### src/rtl/dcrb_pkg.sv
package dcrb_pkg;
  // ==========================================================
  // device register addresses (link address byte)
  localparam logic [7:0] ADDR_DUMP = 8'h00;
  localparam logic [7:0] ADDR_RANGE = 8'h03;
  localparam logic [7:0] ADDR_CMP = 8'h15;
  localparam logic [7:0] ADDR_CUR = 8'h19;
  localparam logic [7:0] ADDR_VOLT = 8'h1c;
  localparam logic [7:0] ADDR_CFG = 8'h1f;
  localparam logic [7:0] ADDR_TRIG = 8'h20;
  localparam logic [7:0] ADDR_PIN = 8'h24;
  // ==========================================================
  // action trigger fields
  localparam int TRG_UNLK_HI = 15;
  localparam int TRG_UNLK_LO = 12;
  localparam logic [3:0] UNLOCK_KEY = 4'h5;
  localparam int TRG_POR_HI = 11;
  localparam int TRG_POR_LO = 8;
  localparam logic [3:0] POR_KEY = 4'ha;
  localparam int TRG_LOAD = 7;
  localparam int TRG_CLEAR = 6;
  localparam int TRG_DUMP = 4;
  localparam int TRG_PROTECT = 3;
  localparam int TRG_DUMP_RD = 2;
  localparam int TRG_STORE = 1;
  localparam int TRG_RELOAD = 0;
  // ==========================================================
  // config fields: lock, dump read disable, power and reference
  localparam int CFG_LOCK = 14;
  localparam int CFG_DUMP_RD_DIS = 13;
  localparam int CFG_REF_EN = 12;
  localparam int CFG_PDV_HI = 11;
  localparam int CFG_PDV_LO = 10;
  localparam int CFG_PDI_HI = 2;
  localparam int CFG_PDI_LO = 1;
  localparam logic [15:0] CFG_RSVD_ONES = 16'h03f9;
  localparam logic [15:0] CFG_RST = 16'h0fff;
  // ==========================================================
  // pin function fields
  localparam int PIN_FILT_EN = 15;
  localparam int PIN_OUT_EN = 13;
  localparam int PIN_STAT_HI = 12;
  localparam int PIN_STAT_LO = 9;
  localparam int PIN_CH_HI = 8;
  localparam int PIN_CH_LO = 5;
  localparam int PIN_ACT_HI = 4;
  localparam int PIN_ACT_LO = 1;
  localparam int PIN_IN_EN = 0;
  localparam logic [3:0] PIN_CH_CUR = 4'h1;
  localparam logic [3:0] PIN_ACT_CLEAR = 4'h7;
  localparam logic [15:0] PIN_RST = 16'h0000;
  localparam logic [15:0] DATA_RST = 16'h0000;
  // left-aligned 10-bit codes sit in [15:6]
  localparam int CODE_LSB = 6;
  // ==========================================================
  // glitch filter time
  localparam int CLK_NS = 10;
  localparam int FILTER_NS = 50;
  localparam int FILTER_CYC = (FILTER_NS + CLK_NS - 1) / CLK_NS;
  // ==========================================================
  // controller registers on AHB-Lite
  localparam logic [31:0] HOST_CMD_OFS = 32'h0000_0000;
  localparam logic [31:0] HOST_STAT_OFS = 32'h0000_0004;
  localparam logic [31:0] HOST_RDATA_OFS = 32'h0000_0008;
  localparam int CMD_WRITE_BIT = 24;
  localparam int CMD_ADDR_LSB = 16;
  localparam int STAT_BUSY = 0;
  localparam int STAT_DONE = 1;
endpackage

### src/rtl/dcrb_link_if.sv
`timescale 1ns/10ps
// byte link between controller and device, one byte per valid cycle
interface dcrb_link_if;
  logic req_valid;
  logic req_start;
  logic req_write;
  logic [7:0] req_byte;
  logic rsp_valid;
  logic [15:0] rsp_data;
  modport host_mp(output req_valid, output req_start, output req_write,
    output req_byte, input rsp_valid, input rsp_data);
  modport dev_mp(input req_valid, input req_start, input req_write,
    input req_byte, output rsp_valid, output rsp_data);
endinterface

### src/rtl/dcrb_device.sv
`timescale 1ns/10ps
module dcrb_device (
  // clock and reset
  input wire logic clock_i,
  input wire logic arst_n_i,
  // link to the controller
  dcrb_link_if.dev_mp link,
  // general-purpose pin
  input wire logic pin_in_i,
  output logic pin_out_o,
  output logic pin_oe_o,
  // channel settings
  output logic [9:0] cur_code_o,
  output logic [9:0] volt_code_o,
  output logic [15:0] range_o,
  output logic [15:0] cmp_setup_o,
  output logic ref_en_o,
  output logic [1:0] pd_volt_o,
  output logic [1:0] pd_cur_o,
  output logic locked_o,
  // action pulses
  output logic load_o,
  output logic clear_o,
  output logic dump_o,
  output logic protect_o,
  output logic dump_read_o,
  output logic store_o,
  output logic reload_o,
  output logic por_o
);
  import dcrb_pkg::*;

  // ==========================================================
  // state
  typedef enum {ST_IDLE, ST_MSB, ST_LSB} dcrb_st_t;
  typedef struct packed {
    logic [15:0] range;
    logic [15:0] cmp;
    logic [9:0] cur;
    logic [9:0] volt;
    logic [15:0] cfg;
    logic [15:0] pin;
  } dcrb_regs_t;
  typedef struct packed {
    dcrb_st_t st;
    logic [7:0] addr;
    logic [7:0] msb;
    dcrb_regs_t rg;
    dcrb_regs_t nv;
    logic nv_prog;
    logic locked;
    logic [15:0] dump;
    logic [7:0] pulse;
    logic por;
    logic rsp_valid;
    logic [15:0] rsp_data;
    logic [9:0] cur_out;
    logic pin_out;
    logic pin_oe;
  } dcrb_dev_t;

  localparam dcrb_regs_t REGS_RST = '{range: DATA_RST, cmp: DATA_RST,
    cur: DATA_RST[15:CODE_LSB], volt: DATA_RST[15:CODE_LSB],
    cfg: CFG_RST, pin: PIN_RST};

  dcrb_dev_t q_r, q_nxt;
  logic pin_lvl;
  logic clr_act;

  // ==========================================================
  // read decode
  function automatic logic [15:0] rd_reg(input logic [7:0] a,
      input dcrb_dev_t s);
    logic [15:0] v;
    v = 16'h0000;
    if (a == ADDR_DUMP) begin
      v = s.rg.cfg[CFG_DUMP_RD_DIS] ? 16'h0000 : s.dump;
    end else if (a == ADDR_RANGE) begin
      v = s.rg.range;
    end else if (a == ADDR_CMP) begin
      v = s.rg.cmp;
    end else if (a == ADDR_CUR) begin
      v = {s.rg.cur, 6'h00};
    end else if (a == ADDR_VOLT) begin
      v = {s.rg.volt, 6'h00};
    end else if (a == ADDR_CFG) begin
      v = s.rg.cfg;
      v[CFG_LOCK] = s.locked;
    end else if (a == ADDR_PIN) begin
      v = s.rg.pin;
    end else if (a == ADDR_TRIG) begin
      v = 16'h0000;
    end
    return v;
  endfunction

  // status picked onto the pin in output mode
  function automatic logic stat_bit(input logic [3:0] sel,
      input dcrb_dev_t s, input logic clr);
    logic b;
    b = 1'b0;
    case (sel)
      4'h0: b = s.locked;
      4'h1: b = s.nv_prog;
      4'h2: b = clr;
      4'h3: b = s.por;
      default: b = 1'b0;
    endcase
    return b;
  endfunction

  // ==========================================================
  // pin input path: two-flop sync plus optional filter
  dcrb_pin_filter #(.FILT_CYC(FILTER_CYC)) u_filter (
    .clock_i(clock_i),
    .arst_n_i(arst_n_i),
    .pin_i(pin_in_i),
    .filt_en_i(q_r.rg.pin[PIN_FILT_EN]),
    .level_o(pin_lvl)
  );

  // clear is active while the pin input is low, like a comparator
  assign clr_act = q_r.rg.pin[PIN_IN_EN]
    && q_r.rg.pin[PIN_ACT_HI:PIN_ACT_LO] == PIN_ACT_CLEAR
    && q_r.rg.pin[PIN_CH_HI:PIN_CH_LO] == PIN_CH_CUR
    && !pin_lvl;

  // ==========================================================
  // link decode, register writes and triggers
  always_comb begin
    logic [15:0] wd;
    wd = 16'h0000;
    q_nxt = q_r;
    q_nxt.pulse = 8'h00;
    q_nxt.por = 1'b0;
    q_nxt.rsp_valid = 1'b0;
    if (q_r.por) begin
      // soft power-on: restore stored values once programmed
      q_nxt.rg = q_r.nv_prog ? q_r.nv : REGS_RST;
      q_nxt.locked = 1'b0;
      q_nxt.st = ST_IDLE;
    end else if (link.req_valid && link.req_start) begin
      // a new start abandons any half-received frame
      q_nxt.addr = link.req_byte;
      if (link.req_write) begin
        q_nxt.st = ST_MSB;
      end else begin
        q_nxt.st = ST_IDLE;
        q_nxt.rsp_valid = 1'b1;
        q_nxt.rsp_data = rd_reg(link.req_byte, q_r);
      end
    end else if (link.req_valid) begin
      case (q_r.st)
        ST_MSB: begin
          q_nxt.msb = link.req_byte;
          q_nxt.st = ST_LSB;
        end
        ST_LSB: begin
          q_nxt.st = ST_IDLE;
          wd = {q_r.msb, link.req_byte};
          if (q_r.addr == ADDR_TRIG) begin
            if (wd[TRG_UNLK_HI:TRG_UNLK_LO] == UNLOCK_KEY) begin
              q_nxt.locked = 1'b0;
            end
            if (wd[TRG_POR_HI:TRG_POR_LO] == POR_KEY) begin
              q_nxt.por = 1'b1;
            end
            // a locked device honours only unlock and reset keys
            if (!q_r.locked) begin
              q_nxt.pulse = {wd[TRG_LOAD], wd[TRG_CLEAR], wd[TRG_DUMP],
                wd[TRG_PROTECT], wd[TRG_DUMP_RD], wd[TRG_STORE],
                wd[TRG_RELOAD], 1'b0};
              if (wd[TRG_DUMP]) begin
                q_nxt.dump = {q_r.rg.cur, 5'h00, clr_act};
              end
              if (wd[TRG_STORE]) begin
                q_nxt.nv = q_r.rg;
                q_nxt.nv_prog = 1'b1;
              end else if (wd[TRG_RELOAD] && q_r.nv_prog) begin
                q_nxt.rg = q_r.nv;
              end
            end
          end else if (!q_r.locked) begin
            if (q_r.addr == ADDR_RANGE) begin
              q_nxt.rg.range = wd;
            end else if (q_r.addr == ADDR_CMP) begin
              q_nxt.rg.cmp = wd;
            end else if (q_r.addr == ADDR_CUR) begin
              q_nxt.rg.cur = wd[15:CODE_LSB];
            end else if (q_r.addr == ADDR_VOLT) begin
              q_nxt.rg.volt = wd[15:CODE_LSB];
            end else if (q_r.addr == ADDR_CFG) begin
              q_nxt.rg.cfg = wd;
              q_nxt.locked = wd[CFG_LOCK];
            end else if (q_r.addr == ADDR_PIN) begin
              q_nxt.rg.pin = wd;
            end
          end
        end
        default: q_nxt.st = ST_IDLE;
      endcase
    end
    // registered channel and pin outputs
    q_nxt.cur_out = clr_act ? 10'h000 : q_r.rg.cur;
    q_nxt.pin_oe = q_r.rg.pin[PIN_OUT_EN];
    q_nxt.pin_out = stat_bit(q_r.rg.pin[PIN_STAT_HI:PIN_STAT_LO], q_r,
      clr_act);
  end

  // ==========================================================
  // state register
  always_ff @(posedge clock_i or negedge arst_n_i) begin
    if (!arst_n_i) begin
      q_r <= '{st: ST_IDLE, rg: REGS_RST, nv: REGS_RST, default: '0};
    end else begin
      q_r <= q_nxt;
    end
  end

  // ==========================================================
  // outputs
  assign link.rsp_valid = q_r.rsp_valid;
  assign link.rsp_data = q_r.rsp_data;
  assign pin_out_o = q_r.pin_out;
  assign pin_oe_o = q_r.pin_oe;
  assign cur_code_o = q_r.cur_out;
  assign volt_code_o = q_r.rg.volt;
  assign range_o = q_r.rg.range;
  assign cmp_setup_o = q_r.rg.cmp;
  assign ref_en_o = q_r.rg.cfg[CFG_REF_EN];
  assign pd_volt_o = q_r.rg.cfg[CFG_PDV_HI:CFG_PDV_LO];
  assign pd_cur_o = q_r.rg.cfg[CFG_PDI_HI:CFG_PDI_LO];
  assign locked_o = q_r.locked;
  assign load_o = q_r.pulse[7];
  assign clear_o = q_r.pulse[6];
  assign dump_o = q_r.pulse[5];
  assign protect_o = q_r.pulse[4];
  assign dump_read_o = q_r.pulse[3];
  assign store_o = q_r.pulse[2];
  assign reload_o = q_r.pulse[1];
  assign por_o = q_r.por;
endmodule // dcrb_device

### src/rtl/dcrb_pin_filter.sv
`timescale 1ns/10ps
module dcrb_pin_filter #(
  parameter int FILT_CYC = dcrb_pkg::FILTER_CYC
) (
  // clock and reset
  input wire logic clock_i,
  input wire logic arst_n_i,
  // pin and control
  input wire logic pin_i,
  input wire logic filt_en_i,
  output logic level_o
);
  import dcrb_pkg::*;
  // the counter is eight bits wide, so longer filters are refused
  if (FILT_CYC < 1 || FILT_CYC > 255) begin : g_bad_filt
    $error("filter count out of range");
  end
  typedef struct packed {
    logic s1;
    logic s2;
    logic lvl;
    logic [7:0] cnt;
  } dcrb_flt_t;
  dcrb_flt_t q_r, q_nxt;
  // s1 feeds only s2; the filter needs a level stable for FILT_CYC cycles
  always_comb begin
    q_nxt = q_r;
    q_nxt.s1 = pin_i;
    q_nxt.s2 = q_r.s1;
    if (!filt_en_i || q_r.s2 == q_r.lvl) begin
      q_nxt.cnt = 8'h00;
      if (!filt_en_i) q_nxt.lvl = q_r.s2;
    end else if (q_r.cnt == 8'(FILT_CYC - 1)) begin
      q_nxt.lvl = q_r.s2;
      q_nxt.cnt = 8'h00;
    end else begin
      q_nxt.cnt = q_r.cnt + 8'h01;
    end
  end
  // pin idles high so the clear stays off after reset
  always_ff @(posedge clock_i or negedge arst_n_i) begin
    if (!arst_n_i) q_r <= '{s1: 1'b1, s2: 1'b1, lvl: 1'b1, cnt: 8'h00};
    else q_r <= q_nxt;
  end
  assign level_o = q_r.lvl;
endmodule // dcrb_pin_filter

### src/flat_wrapper.sv
// flat-port wrapper written by rule: the top's interface ports become plain ports
module dcrb_device_flat import dcrb_pkg::*;
  (clock_i, arst_n_i, pin_in_i, pin_out_o, pin_oe_o, cur_code_o, volt_code_o, range_o, cmp_setup_o, ref_en_o, pd_volt_o, pd_cur_o, locked_o, load_o, clear_o, dump_o, protect_o, dump_read_o, store_o, reload_o, por_o, link_req_valid, link_req_start, link_req_write, link_req_byte, link_rsp_valid, link_rsp_data);
  dcrb_link_if link_i ();
  input wire logic clock_i;
  input wire logic arst_n_i;
  input wire logic pin_in_i;
  output logic pin_out_o;
  output logic pin_oe_o;
  output logic [9:0] cur_code_o;
  output logic [9:0] volt_code_o;
  output logic [15:0] range_o;
  output logic [15:0] cmp_setup_o;
  output logic ref_en_o;
  output logic [1:0] pd_volt_o;
  output logic [1:0] pd_cur_o;
  output logic locked_o;
  output logic load_o;
  output logic clear_o;
  output logic dump_o;
  output logic protect_o;
  output logic dump_read_o;
  output logic store_o;
  output logic reload_o;
  output logic por_o;
  input wire logic [$bits(link_i.req_valid)-1:0] link_req_valid;
  input wire logic [$bits(link_i.req_start)-1:0] link_req_start;
  input wire logic [$bits(link_i.req_write)-1:0] link_req_write;
  input wire logic [$bits(link_i.req_byte)-1:0] link_req_byte;
  output wire logic [$bits(link_i.rsp_valid)-1:0] link_rsp_valid;
  output wire logic [$bits(link_i.rsp_data)-1:0] link_rsp_data;
  assign link_i.req_valid = link_req_valid;
  assign link_i.req_start = link_req_start;
  assign link_i.req_write = link_req_write;
  assign link_i.req_byte = link_req_byte;
  assign link_rsp_valid = link_i.rsp_valid;
  assign link_rsp_data = link_i.rsp_data;
  dcrb_device u_core (.clock_i(clock_i), .arst_n_i(arst_n_i), .link(link_i), .pin_in_i(pin_in_i), .pin_out_o(pin_out_o), .pin_oe_o(pin_oe_o), .cur_code_o(cur_code_o), .volt_code_o(volt_code_o), .range_o(range_o), .cmp_setup_o(cmp_setup_o), .ref_en_o(ref_en_o), .pd_volt_o(pd_volt_o), .pd_cur_o(pd_cur_o), .locked_o(locked_o), .load_o(load_o), .clear_o(clear_o), .dump_o(dump_o), .protect_o(protect_o), .dump_read_o(dump_read_o), .store_o(store_o), .reload_o(reload_o), .por_o(por_o));
endmodule
### config.mk
export PLATFORM = sky130hd
export DESIGN_NAME = dcrb_device_flat
export DESIGN_NICKNAME = d
export VERILOG_FILES = /design/src/rtl/dcrb_pkg.sv /design/src/rtl/dcrb_link_if.sv /design/src/rtl/dcrb_device.sv /design/src/rtl/dcrb_pin_filter.sv /design/src/flat_wrapper.sv
export SDC_FILE = /design/constraint.sdc
export NUM_CORES = 1
export LEC_CHECK = 0
export ABC_CLOCK_PERIOD_IN_PS = 6870
export BUFFER_PORTS_ARGS = -buffer_cell sky130_fd_sc_hd__buf_4
export CORE_MARGIN = 2
export CORE_UTILIZATION = 65
export DETAILED_ROUTE_END_ITERATION = 8
export MAX_ROUTING_LAYER = met4
export PLACE_DENSITY_LB_ADDON = 0.05
export SYNTH_ARGS = -nofsm -noshare
export SYNTH_HDL_FRONTEND = slang
export SYNTH_SLANG_ARGS = --single-unit
### constraint.sdc
create_clock -name clock_i -period 6.87 [get_ports clock_i]
set_input_delay 1.0305 -clock clock_i [delete_from_list [all_inputs] [get_ports clock_i]]
set_output_delay 1.0305 -clock clock_i [all_outputs]
set_load 0.05 [all_outputs]
==> impl_results.md <==
- Status: finished, final reports clean
- Port Buffers: 98
- Seq cells post-synth: 245
- Ranking of synthesized cells by area: dfrtp_1 46%, mux2_2 12%, dfstp_2 6.0%
- WHS Endpoint: u_core.u_filter.q_r[9]$_DFF_PN1_
- Post-synth top area cell: dfrtp_1
- Die height: 139 um
- Post-synth top cells: 218 x dfrtp_1, 124 x mux2_2, 112 x nor2_1
- Yosys top cell area share: 0.459
- Area Growth Syn to Fin: 10.2%
- Reg2Reg Launch Point: u_core.q_r[235]$_DFFE_PN0P_
- Synth Area per Inst: 10.6 um2
- LEAKAGE: 5.90 nW
- Worst skew pair latency: 0.53 ns
- Slew Limit Fails: 0
- Worst EP arrival: 4.11 ns
- Rel. slew slack: 0.148
- Peak supply drop: 0.220 mV
- Maxcap violations: 0
- I/O pin cnt: 99
- Post-CTS Resized: 0
- Slowest-stage cell, CP: nor3_4
- Final net count: 1,142
- Post-route DRC violation count: 0
- Core Area: 18,000 um2
- Worst Hold Path Cells: 0
- Crit Path Max Fanout: 43
- Worst slew pin tran: 1.26 ns
- Die area: 19,400 um2
- Initial Utilization: 0.662
- Netlist cell types: 68
- CTS max path bufs: 3
- Power Density: 248 nW/um2
- Synth Net Count: 1,143
- Max Clk Rate: 0.270 GHz
- Crit-path cells: or4_4, nor3_4, nand3_4, buf_4, inv_2, mux2_2
- Worst reg2reg setup slack: 3.17 ns
- DRT Pass-1 Iters: 6
- Hold wc startpoint: u_core.u_filter.q_nxt[9]$_DFF_PN1_
- FP Rows: 49
- Post-synth EDFFs: 0
- Crit end category: flip-flop
- Setup TNS: 0 ns
- Drt via density: 6.69
- Clock sinks: 245
- Critical path required time: 7.28 ns
- Main synth FF type: dfrtp_1
- Post-synth design cell area: 11,900 um2
- Crit Path Class: reg -> reg
- Synthesized instance count: 1,127
- Fin crit share: 0.539
- RSZ-0062 raised after global routing: no
- Vias in the first global route: 8,701
- HP Class: reg -> reg
- GRT Total Usage: 0.349
- Final antenna-violating net count: 0
- Initial antenna violation count: 0
- # Post-CTS Setup Buffers: 0
- Slowest stage delay, CP: 0.74 ns
- CTS tree: yes
- First-pass GRT wire length: 51,300 um
- Reg clk slew, reported paths: 0.06 ns
- Hpwl dp: 22,000 um
- Final Hold Viols: 0
- DR WL/cell: 23.7 um
- Sequential area share after synthesis: 0.518
- Count leader, synth: dfrtp_1
- Startpoint Class: flip-flop
- Root Driver: clkbuf_16
- Hold buffers post-CTS: 0
- Die Width: 139 um
- Fin crit period: 3.70 ns
- Gpl congestion: 0.917
- Congestion Overflow GR: 0
- Antenna cells: 0
- Clock skew: 0.0127 ns
- Post-synth ARST share: 1.00
- Reg-to-Reg End: u_core.q_r[97]$_DFFE_PN0P_
- Final setup fails: 0
- Total CTS buffers: 27
- Util after Layout: 0.730
- Fraction of layout instances using a drive strength above 1: 0.283
- H-tree Lvls: 1
- Cell count of the worst reg-to-reg path: 6
- Routed via count: 9,181
- Ys Warns: 0
- Pin count of the biggest net entering global routing: 144
- Initial drt markers: 1,055
- Post-Route WL: 32,600 um
## worst max-delay path, delay by kind of cell, from the launching register on
family	cells	cell delay, ns
mux	1	0.35
buf+inv	2	0.76
flops	1	0.46
simple gates	3	1.95
## cells by family after synthesis
| group | Yosys count | synth area share |
|---|---|---|
| compound gates | 252 | 0.140 |
| xor+xnor | 7 | 0.00515 |
| fa+ha+maj | 2 | 0.00210 |
| buf+inv | 151 | 0.0727 |
| flops | 245 | 0.518 |
| mux | 124 | 0.117 |
| simple gates | 346 | 0.144 |
## per-layer routing
metal  track usage  part of all wire  vias up
met5             -                 0        -
met4         0.103             0.030        0
met3        0.0619              0.10       78
met2         0.515              0.46      501
met1         0.503              0.41     4588
li1              -                 -     4014
## worst max path at each step
stage	depth (start not counted)	slack, ns	from	to
6_report	6	3.17	u_core.q_r[235]$_DFFE_PN0P_	u_core.q_r[97]$_DFFE_PN0P_
5_1_grt	6	3.01	u_core.q_r[235]$_DFFE_PN0P_	u_core.q_r[87]$_DFFE_PN0P_
4_1_cts	6	3.21	u_core.q_r[235]$_DFFE_PN0P_	u_core.q_r[123]$_DFFE_PN0P_
3_5_place_dp	6	3.24	u_core.q_r[235]$_DFFE_PN0P_	u_core.q_r[97]$_DFFE_PN0P_
3_3_place_gp	6	3.30	u_core.q_r[235]$_DFFE_PN0P_	u_core.q_r[87]$_DFFE_PN0P_
2_1_floorplan	5	4.09	link_req_start	u_core.cmp_setup_o[10]$_DFFE_PN0P_
## layout make-up
class                           instances  area, um2
Clock inverter                         11        136
Tap cell                              229        287
Fill cell                            1317       4850
Inverter                               12       45.0
Multi-Input combinational cell        731       4900
Timing Repair Buffer                  109        838
Sequential cell                       245       6160
Clock buffer                           36        739
## sequential cells by signal, summed over array words and instances, names as in the netlist, 2 cells and up
signal                flops
u_core.pd_cur_o           2
u_core.q_r              148
u_core.range_o           16
u_core.link.rsp_data     16
u_core.u_filter.q_r       9
u_core.cur_code_o        10
u_core.pd_volt_o          2
u_core.cmp_setup_o       16
u_core.volt_code_o       10
## through the flow
stage	worst slack, ns	cells	instance area (um2)	power, mW	hold WS, ns
3_5_place_dp	3.24	1326	12200	1.84	0.351
6_report	3.17	1373	13100	3.25	0.366
5_1_grt	3.01	1373	13100	3.35	0.368
4_1_cts	3.21	1373	13100	3.26	0.369
2_1_floorplan	4.09	1127	11900	1.74	0.345
3_3_place_gp	3.30	1326	12200	1.84	0.348
## cells in the final DEF, fill, tap and decap left out, types with 9 or more instances in the layout
master / count
dfstp_2: 27
a22o_1: 9
clkbuf_16: 27
o211ai_1: 20
and3_1: 10
a21oi_1: 19
a31oi_1: 82
mux2_2: 124
nor2_1: 112
dfrtp_1: 218
and2_1: 20
inv_1: 9
nand2_1: 105
nor3_1: 9
o21ai_0: 49
a22oi_1: 9
buf_4: 107
a41oi_1: 13
o22ai_1: 9
nand3_1: 35
## power by group
| part | switching, mW | internal (mW) |
|---|---|---|
| Sequential | 0.0574 | 1.49 |
| Clock | 0.569 | 0.864 |
| Combinational | 0.185 | 0.0876 |
| Total | 0.811 | 2.44 |
Note: power is estimated with default switching activity, not from simulation.
